## src/hw/stps_pkg.sv

```systemverilog
/*
  Constants for the sequencer time-out supervision and primary status block.
  Assumes a byte-addressed register port with 32-bit words.
*/
package stps_pkg;
  localparam int ADDR_W = 12;
  localparam int NUM_TASKS = 2;

  // Register byte offsets.
  localparam logic [ADDR_W-1:0] OFF_TASK0_TIMEOUT_CONFIG = 12'h0d4;
  localparam logic [ADDR_W-1:0] OFF_TASK1_TIMEOUT_CONFIG = 12'h0d8;
  localparam logic [ADDR_W-1:0] OFF_PRIMARY_STATUS = 12'h110;
  localparam logic [ADDR_W-1:0] OFF_INTERRUPT_MASK = 12'h118;
  localparam logic [ADDR_W-1:0] OFF_INTERRUPT_PENDING = 12'h11c;

  // Time-out configuration fields.
  localparam int CFG_SYNC_EN_BIT = 31;
  localparam int CFG_CLOCK_EN_BIT = 30;
  localparam int CFG_PORT_SEL_BIT = 29;
  localparam int CFG_SYNC_LIMIT_HI = 27;
  localparam int CFG_SYNC_LIMIT_LO = 24;
  localparam int CFG_CLOCK_LIMIT_HI = 23;
  localparam int CFG_CLOCK_LIMIT_LO = 0;
  localparam int CLOCK_CNT_W = 24;
  localparam int SYNC_CNT_W = 4;
  localparam logic [31:0] CFG_WRITE_MASK = 32'hefff_ffff;
  localparam logic [31:0] CFG_RESET = 32'h0000_0000;

  // Implemented primary status bits are 31 down to 21.
  localparam int PS_LO = 21;
  localparam int PS_W = 11;
  localparam int PS_BUS_PARITY = 10;
  localparam int PS_BUS_ABORT = 9;
  localparam int PS_RT_PARITY = 8;
  localparam int PS_CMD_IRQ0 = 6;
  localparam int PS_LATE0 = 4;
  localparam int PS_ERR0 = 2;
  localparam int PS_TIMEOUT0 = 0;
  localparam logic [PS_W-1:0] PS_RESET = 11'h000;
  localparam logic [PS_W-1:0] MASK_RESET = 11'h000;
  localparam logic [31:0] RDATA_IDLE = 32'h0000_0000;
endpackage

```

## src/hw/stps_top.sv

```systemverilog
/*
  Time-out supervision for the two command list sequencer tasks, the upper
  primary status bits, the interrupt mask and pending registers and the
  register port. Sequencer inputs come from logic on the same clock; the two
  vertical sync inputs are pins and are synchronised here.
*/
// The strobed register port was left to the implementer.
// What this block does
// - A zero count in the selected field never produces a time-out.
// - Mode bits 31 and 30 pick none, clock, sync or both checks.
// - Bit 29 picks the sync source: one is port A, zero port B.
// - Bits 27 to 24 give the sync time-out, 1 to 15 syncs.
// - Bits 23 to 0 give the clock time-out in bus clocks.
// - Each task has its own configuration governing its wait time-out checks.
// - Primary status summarises secondary status information.
// - Interrupts come only from primary status, gated by the mask register.
// - Enabled conditions set pending bits; writing one clears them.
// - Status is read-only; writing one raises its interrupt if enabled.
// - Bit 31 flags bus parity faults; pending set on its rising edge.
// - Bit 30 flags bus target or master aborts; pending on rising edge.
// - Bit 29 flags real-time parity faults since last sync or wait.
// - Bits 28 and 27 flag command interrupts of task 1 and 0.
// - Bits 26 and 25 flag lateness per task, cleared on task start.
// - Bits 24 and 23 follow task error summaries, cleared on task start.
// - Bit 22 flags task 1 wait time-out, cleared on task 1 start.
// - Bit 21 flags task 0 wait time-out, cleared on task 0 start.
`timescale 1ns/1ns
module stps_top #(
  parameter int ADDR_BITS = stps_pkg::ADDR_W
) (
  input wire logic i_ref_clk,
  input wire logic i_reset,
  input wire logic [ADDR_BITS-1:0] i_addr,
  input wire logic [31:0] i_wdata,
  input wire logic i_wr,
  input wire logic i_rd,
  input wire logic i_vsync_a,
  input wire logic i_vsync_b,
  input wire logic i_seq_running,
  input wire logic [stps_pkg::NUM_TASKS-1:0] i_task_start,
  input wire logic [stps_pkg::NUM_TASKS-1:0] i_task_wait,
  input wire logic [stps_pkg::NUM_TASKS-1:0] i_task_cmd_irq,
  input wire logic [stps_pkg::NUM_TASKS-1:0] i_task_late,
  input wire logic [stps_pkg::NUM_TASKS-1:0] i_task_error,
  input wire logic i_bus_parity_fault,
  input wire logic i_bus_abort_fault,
  input wire logic i_realtime_parity_fault,
  output logic [31:0] o_rdata,
  output logic [stps_pkg::NUM_TASKS-1:0] o_task_timeout_flag,
  output logic o_irq
);
  import stps_pkg::*;

  // The pending register at 0x11c needs at least nine address bits.
  if (ADDR_BITS < 9) begin : g_addr_check
    $error("stps_top: ADDR_BITS must reach offset 0x11c");
  end

  typedef struct packed {
    logic [NUM_TASKS-1:0][31:0] cfg;
    logic [NUM_TASKS-1:0][CLOCK_CNT_W-1:0] clk_cnt;
    logic [NUM_TASKS-1:0][SYNC_CNT_W-1:0] sync_cnt;
    logic [NUM_TASKS-1:0] wait_d;
    logic [NUM_TASKS-1:0] fired;
    logic [1:0][2:0] sync_sh;
    logic [1:0] sync_stable;
    logic [PS_W-1:0] status;
    logic [PS_W-1:0] status_d;
    logic [PS_W-1:0] mask;
    logic [PS_W-1:0] pend;
    logic [31:0] rdata;
    logic [NUM_TASKS-1:0] timeout_out;
    logic irq;
  } stps_state_t;

  stps_state_t state_reg;
  stps_state_t state_next;

  always_comb begin
    logic [1:0] sync_edge;
    logic [NUM_TASKS-1:0] wait_rise;
    logic [NUM_TASKS-1:0] timeout_hit;
    logic [PS_W-1:0] set_bits;
    logic [PS_W-1:0] clr_bits;
    logic [PS_W-1:0] soft_bits;
    logic [PS_W-1:0] pend_clr;
    logic [PS_W-1:0] rise;
    logic [CLOCK_CNT_W-1:0] clk_limit;
    logic [SYNC_CNT_W-1:0] sync_limit;
    logic sel_edge;
    logic rt_restart;
    sync_edge = '0;
    wait_rise = '0;
    timeout_hit = '0;
    set_bits = '0;
    clr_bits = '0;
    soft_bits = '0;
    pend_clr = '0;
    rise = '0;
    clk_limit = '0;
    sync_limit = '0;
    sel_edge = 1'b0;
    rt_restart = 1'b0;
    state_next = state_reg;

    // Pins pass three flops; a level counts once the last two agree.
    state_next.sync_sh[0] = {state_reg.sync_sh[0][1:0], i_vsync_a};
    state_next.sync_sh[1] = {state_reg.sync_sh[1][1:0], i_vsync_b};
    for (int p = 0; p < 2; p++) begin
      if (state_reg.sync_sh[p][1] == state_reg.sync_sh[p][2]) begin
        state_next.sync_stable[p] = state_reg.sync_sh[p][2];
        sync_edge[p] = state_reg.sync_sh[p][2] & ~state_reg.sync_stable[p];
      end
    end

    // Per-task wait supervision.
    for (int t = 0; t < NUM_TASKS; t++) begin
      wait_rise[t] = i_task_wait[t] & ~state_reg.wait_d[t];
      state_next.wait_d[t] = i_task_wait[t];
      clk_limit = state_reg.cfg[t][CFG_CLOCK_LIMIT_HI:CFG_CLOCK_LIMIT_LO];
      sync_limit = state_reg.cfg[t][CFG_SYNC_LIMIT_HI:CFG_SYNC_LIMIT_LO];
      sel_edge = state_reg.cfg[t][CFG_PORT_SEL_BIT] ? sync_edge[0] : sync_edge[1];
      if (wait_rise[t]) begin
        state_next.clk_cnt[t] = CLOCK_CNT_W'(1);
        state_next.sync_cnt[t] = '0;
        state_next.fired[t] = 1'b0;
      end else if (i_task_wait[t]) begin
        if (state_reg.clk_cnt[t] != '1) begin
          state_next.clk_cnt[t] = state_reg.clk_cnt[t] + CLOCK_CNT_W'(1);
        end
        if (sel_edge && state_reg.sync_cnt[t] != '1) begin
          state_next.sync_cnt[t] = state_reg.sync_cnt[t] + SYNC_CNT_W'(1);
        end
      end
      // Mode bits select checks; zero limit disables.
      if (state_reg.wait_d[t] && i_task_wait[t] && !state_reg.fired[t]) begin
        if (state_reg.cfg[t][CFG_CLOCK_EN_BIT] && clk_limit != '0 &&
            state_reg.clk_cnt[t] == clk_limit) begin
          timeout_hit[t] = 1'b1;
        end
        // Whichever limit is reached first wins.
        if (state_reg.cfg[t][CFG_SYNC_EN_BIT] && sync_limit != '0 &&
            state_reg.sync_cnt[t] == sync_limit) begin
          timeout_hit[t] = 1'b1;
        end
      end
      if (timeout_hit[t]) begin
        state_next.fired[t] = 1'b1;
      end

      set_bits[PS_CMD_IRQ0 + t] = i_task_cmd_irq[t];
      set_bits[PS_LATE0 + t] = i_task_late[t];
      set_bits[PS_ERR0 + t] = i_task_error[t];
      set_bits[PS_TIMEOUT0 + t] = timeout_hit[t];
      // Cleared when the task starts anew.
      if (i_task_start[t]) begin
        clr_bits[PS_LATE0 + t] = 1'b1;
        clr_bits[PS_ERR0 + t] = 1'b1;
        clr_bits[PS_TIMEOUT0 + t] = 1'b1;
      end
    end

    set_bits[PS_BUS_PARITY] = i_bus_parity_fault;
    set_bits[PS_BUS_ABORT] = i_bus_abort_fault;
    // Real-time window restarts at each wait while the sequencer runs, else at each sync.
    set_bits[PS_RT_PARITY] = i_realtime_parity_fault;
    rt_restart = i_seq_running ? (|wait_rise) : (|sync_edge);
    clr_bits[PS_RT_PARITY] = rt_restart;

    if (i_wr && i_addr == ADDR_BITS'(OFF_INTERRUPT_PENDING)) begin
      pend_clr = i_wdata[31:PS_LO];
    end
    // Event-only status bits fall together with their pending bits.
    clr_bits[PS_BUS_PARITY] = pend_clr[PS_BUS_PARITY];
    clr_bits[PS_BUS_ABORT] = pend_clr[PS_BUS_ABORT];
    for (int t = 0; t < NUM_TASKS; t++) begin
      clr_bits[PS_CMD_IRQ0 + t] = pend_clr[PS_CMD_IRQ0 + t];
    end

    // Set wins over clear so no event is lost.
    state_next.status = (state_reg.status & ~clr_bits) | set_bits;
    state_next.status_d = state_reg.status;

    // A written one raises the interrupt, storage stays untouched.
    if (i_wr && i_addr == ADDR_BITS'(OFF_PRIMARY_STATUS)) begin
      soft_bits = i_wdata[31:PS_LO];
    end

    // Pending follows the rising edge of each status bit.
    rise = state_reg.status & ~state_reg.status_d;
    // Only primary conditions, each gated by its mask bit.
    // Set wins over a clear in the same cycle.
    state_next.pend = (state_reg.pend & ~pend_clr) | ((rise | soft_bits) & state_reg.mask);
    state_next.irq = |(state_next.pend & state_reg.mask);
    state_next.timeout_out = state_next.status[PS_TIMEOUT0 +: NUM_TASKS];

    // Register writes.
    if (i_wr) begin
      unique case (i_addr)
        ADDR_BITS'(OFF_TASK0_TIMEOUT_CONFIG): begin
          state_next.cfg[0] = i_wdata & CFG_WRITE_MASK;
        end
        ADDR_BITS'(OFF_TASK1_TIMEOUT_CONFIG): begin
          state_next.cfg[1] = i_wdata & CFG_WRITE_MASK;
        end
        ADDR_BITS'(OFF_INTERRUPT_MASK): begin
          state_next.mask = i_wdata[31:PS_LO];
        end
        default: begin
        end
      endcase
    end

    // Read data stands for exactly one cycle after the strobe.
    state_next.rdata = RDATA_IDLE;
    if (i_rd) begin
      unique case (i_addr)
        ADDR_BITS'(OFF_TASK0_TIMEOUT_CONFIG): begin
          state_next.rdata = state_reg.cfg[0];
        end
        ADDR_BITS'(OFF_TASK1_TIMEOUT_CONFIG): begin
          state_next.rdata = state_reg.cfg[1];
        end
        ADDR_BITS'(OFF_PRIMARY_STATUS): begin
          state_next.rdata = {state_reg.status, 21'h00_0000};
        end
        ADDR_BITS'(OFF_INTERRUPT_MASK): begin
          state_next.rdata = {state_reg.mask, 21'h00_0000};
        end
        ADDR_BITS'(OFF_INTERRUPT_PENDING): begin
          state_next.rdata = {state_reg.pend, 21'h00_0000};
        end
        default: begin
          state_next.rdata = RDATA_IDLE;
        end
      endcase
    end
  end

  always_ff @(posedge i_ref_clk) begin
    if (i_reset) begin
      state_reg.cfg <= {NUM_TASKS{CFG_RESET}};
      state_reg.clk_cnt <= '0;
      state_reg.sync_cnt <= '0;
      state_reg.wait_d <= '0;
      state_reg.fired <= '0;
      state_reg.sync_sh <= '0;
      state_reg.sync_stable <= '0;
      state_reg.status <= PS_RESET;
      state_reg.status_d <= PS_RESET;
      state_reg.mask <= MASK_RESET;
      state_reg.pend <= PS_RESET;
      state_reg.rdata <= RDATA_IDLE;
      state_reg.timeout_out <= '0;
      state_reg.irq <= 1'b0;
    end else begin
      state_reg <= state_next;
    end
  end

  assign o_rdata = state_reg.rdata;
  assign o_task_timeout_flag = state_reg.timeout_out;
  assign o_irq = state_reg.irq;
endmodule // stps_top

```

## config.mk

```make
export PLATFORM = sky130hd
export DESIGN_NAME = stps_top
export DESIGN_NICKNAME = d
export VERILOG_FILES = /design/src/hw/stps_pkg.sv /design/src/hw/stps_top.sv
export SDC_FILE = /design/constraint.sdc
export NUM_CORES = 1
export LEC_CHECK = 0
export ABC_AREA = 1
export BUFFER_PORTS_ARGS = -buffer_cell sky130_fd_sc_hd__buf_2
export CORE_MARGIN = 5
export CORE_UTILIZATION = 28
export CTS_CLUSTER_SIZE = 25
export DETAILED_ROUTE_END_ITERATION = 10
export GPL_TIMING_DRIVEN = 0
export RECOVER_POWER = 25
export SYNTH_ARGS = -nofsm -noshare
export SYNTH_HDL_FRONTEND = slang
export SYNTH_SLANG_ARGS = --single-unit
export TNS_END_PERCENT = 10
```

## constraint.sdc

```tcl
create_clock -name i_ref_clk -period 4.5 [get_ports i_ref_clk]
set_input_delay 0.225 -clock i_ref_clk [delete_from_list [all_inputs] [get_ports i_ref_clk]]
set_output_delay 0.225 -clock i_ref_clk [all_outputs]
set_load 0.05 [all_outputs]
```

==> impl_metrics.tcl <==
set metrics [dict create \
    max_stage_delay_ns 0.44 \
    mostFrequentLayoutCells "nand2_1, dfxtp_1, inv_1" \
    worstPathCellList "ha_1 > nand2_1 > nor2_1 > inv_1 > nor2_1 > nand4_1 > nand2_2 > inv_1 > buf_4 > nand4_1 > nand2_1 > nor3b_1" \
    cap_viol_max_count 0 \
    fin_skew_ns 0.0292 \
    nNetsFinal 1589 \
    die_w_um 198 \
    cts_buffer_depth 3 \
    slew_viol_final 0 \
    fin_crit_sh_pct 48.5 \
    clk_pin_slew_ns 0.06 \
    fin_ws_ns 2.32 \
    initialDrtViolationCount 766 \
    htreeDepth 1 \
    worstSetupStartpoint "state_reg[123]" \
    post_drt_wl_per_cell_um 15.9 \
    vias 9700 \
    synth_top_area_share_pct 41.7 \
    ys_ff_latch 207 \
    hold_viol_final 0 \
    slowest_stage "dfxtp_1" \
    dieArea_sq_mm 0.0393 \
    gp_congestion 0.938 \
    hold_depth 3 \
    max-slew-margin-rel_pct 47.3 \
    ant_nets 0 \
    tns_ns 0 \
    io_pins 99 \
    worstRegToRegCells 12 \
    yosysUniqueCellTypes 46 \
    rrSetupSlack_ns 2.32 \
    mostFrequentLayoutCell "nand2_1" \
    critical_path.max_fanout 10 \
    post-cts-setup-buffers 0 \
    synth_nets 1454 \
    ff_latch_area_sq_mm 0.00414 \
    clkLatencyLatePin_ns 0.53 \
    crit_type "reg2reg" \
    core_sq_mm 0.0353 \
    cts_resized 0 \
    cts_tree "built" \
    fp-row-count 69 \
    vias_per_cell 4.85 \
    syn_area_per_cell_sq_um 7.16 \
    power_mw 3.96 \
    num_antenna_cells 0 \
    grt_pass1_wl_um 50000 \
    r2r-end "state_reg[141]" \
    outcome "finished, final reports clean" \
    die_y_um 198 \
    drt_wl_total_um 31900 \
    grt_max_degree 14 \
    first_pass_iters 5 \
    multi_input_area_sq_mm 0.00455 \
    ys_seq_area_share_pct 41.7 \
    synth_area_sq_mm 0.00993 \
    start_util_pct 28.1 \
    cts_sinks 207 \
    max_freq_ghz 0.458 \
    portBuffers 96 \
    dpl_worst_slack_ns 2.07 \
    yosysTopAreaCell "dfxtp_1" \
    area_delta_synth_final_pct 19.4 \
    arrival_ns 2.60 \
    clockRootBuffer "clkbuf_16" \
    grt_pass1_vias 9198 \
    hold_class "in2reg" \
    period_needed_ns 2.18 \
    grt_usage_pct 15.8 \
    synthCells 1386 \
    r2r_start "state_reg[123]" \
    cp-end-kind "register" \
    antenna_found_initial 2 \
    ys_warn_count 0 \
    pwr_density_cell_mw_per_mm2 334 \
    grt.overflow.total 0 \
    worst_pin_slew_ns 0.783 \
    post-dp-hpwl_um 24500 \
    drc_errors 0 \
    fillers 3737 \
    rsz0062_at_grt "no" \
    hp-start "i_wdata[0]" \
    leakage_nw 4.51 \
    required_ns 4.92 \
    peakVddDrop_v 0.000207 \
    whs_endpoint "state_reg[179]" \
    largest_register_ffs 159 \
    synth_area_leaders "dfxtp_1, nand2_1, inv_1, nor2_1, a21oi_1" \
    cts_buffers 23 \
    finalSetupViolCount 0 \
    critPathLaunchType "register" \
    drive_above_1_share_pct 11.6 \
]
-- report_power, final --
| group | leakage (nW) | switching, mW | total [mW] | internal, mW |
|---|---|---|---|---|
| clock network | 0.388 | 0.773 | 1.93 | 1.15 |
| registers | 1.67 | 0.0115 | 1.86 | 1.85 |
| logic | 2.44 | 0.118 | 0.176 | 0.0577 |
-- worst max-delay path, delay by kind of cell, from the launching register on --
kind                       cells  cell delay (ns)
adders and majority gates      1             0.21
DFF                            1             0.44
and+or+nand+nor                8             1.08
buffers and inverters          3             0.35
-- per-layer routing --
metal  up-vias  global-route usage, %  routed length [um]
li1       4839                      -                   -
met1      4488                   20.5               13800
met2       282                   26.1               14800
met3        87                   2.13                1680
met4         4                   7.14                1500
met5         -                      0                  25
-- how the worst max path moves through the flow --
stage                                end  cells past startpoint
after floorplan           state_reg[141]                     12
after global placement       o_rdata[20]                      9
after detailed placement     o_rdata[11]                      9
after CTS                 state_reg[141]                     12
after global routing      state_reg[133]                     12
final                     state_reg[141]                     12
-- layout make-up --
type	count	share of cell area [%]
Timing Repair Buffer	110	4.91
Clock inverter	9	0.833
Clock buffer	33	5.68
Multi-Input combinational cell	896	38.4
Buffer	88	4.23
Inverter	195	6.18
Sequential cell	207	34.9
Tap cell	461	4.86
-- Yosys cell counts (all sizes together) --
| master | count |
|---|---|
| o211ai | 1 |
| xor2 | 16 |
| clkinv | 1 |
| nor3 | 46 |
| inv | 194 |
| nand3 | 62 |
| nand3b | 2 |
| nand4 | 51 |
| nand2 | 222 |
| xnor2 | 10 |
| nor3b | 3 |
| a21oi | 109 |
| o21ai | 62 |
| o31ai | 1 |
| and2 | 1 |
| ha | 4 |
| a211oi | 64 |
| nor4 | 13 |
| o21bai | 1 |
| and3 | 3 |
| dfxtp | 207 |
| buf | 50 |
| nor2 | 177 |
| clkbuf | 38 |
| o2111ai | 2 |
| a21o | 1 |
| or2 | 12 |
| o22ai | 28 |
| or3 | 1 |
| a31oi | 1 |
| a221oi | 3 |
-- cells by family after synthesis --
kind of cell,Yosys count,synth area share [%]
and+or+nand+nor,593,27.0
AOI/OAI and AO/OA,273,16.1
adders and majority gates,4,0.504
buffers and inverters,283,12.4
DFF,207,41.7
xor gates and xnor gates,26,2.29
-- timing repair --
| item | in CTS | in global routing |
|---|---|---|
| endpoints found under the setup margin | 0 | 0 |
| hold buffers | 14 | 0 |
| hold endpoints to repair | 13 | 0 |
-- stage by stage --
stage	instances	instance area, sq um	util (%)	hold WS [ns]
floorplan	1386	9930	-	0.332
global placement	1943	11000	31.1	0.393
finish	1999	11900	33.6	0.00955
CTS	1999	11900	33.7	0.000540
detailed placement	1943	11000	31.1	0.396
global route	1999	11900	33.6	0.00799
Power figures use the tool's default switching activity.
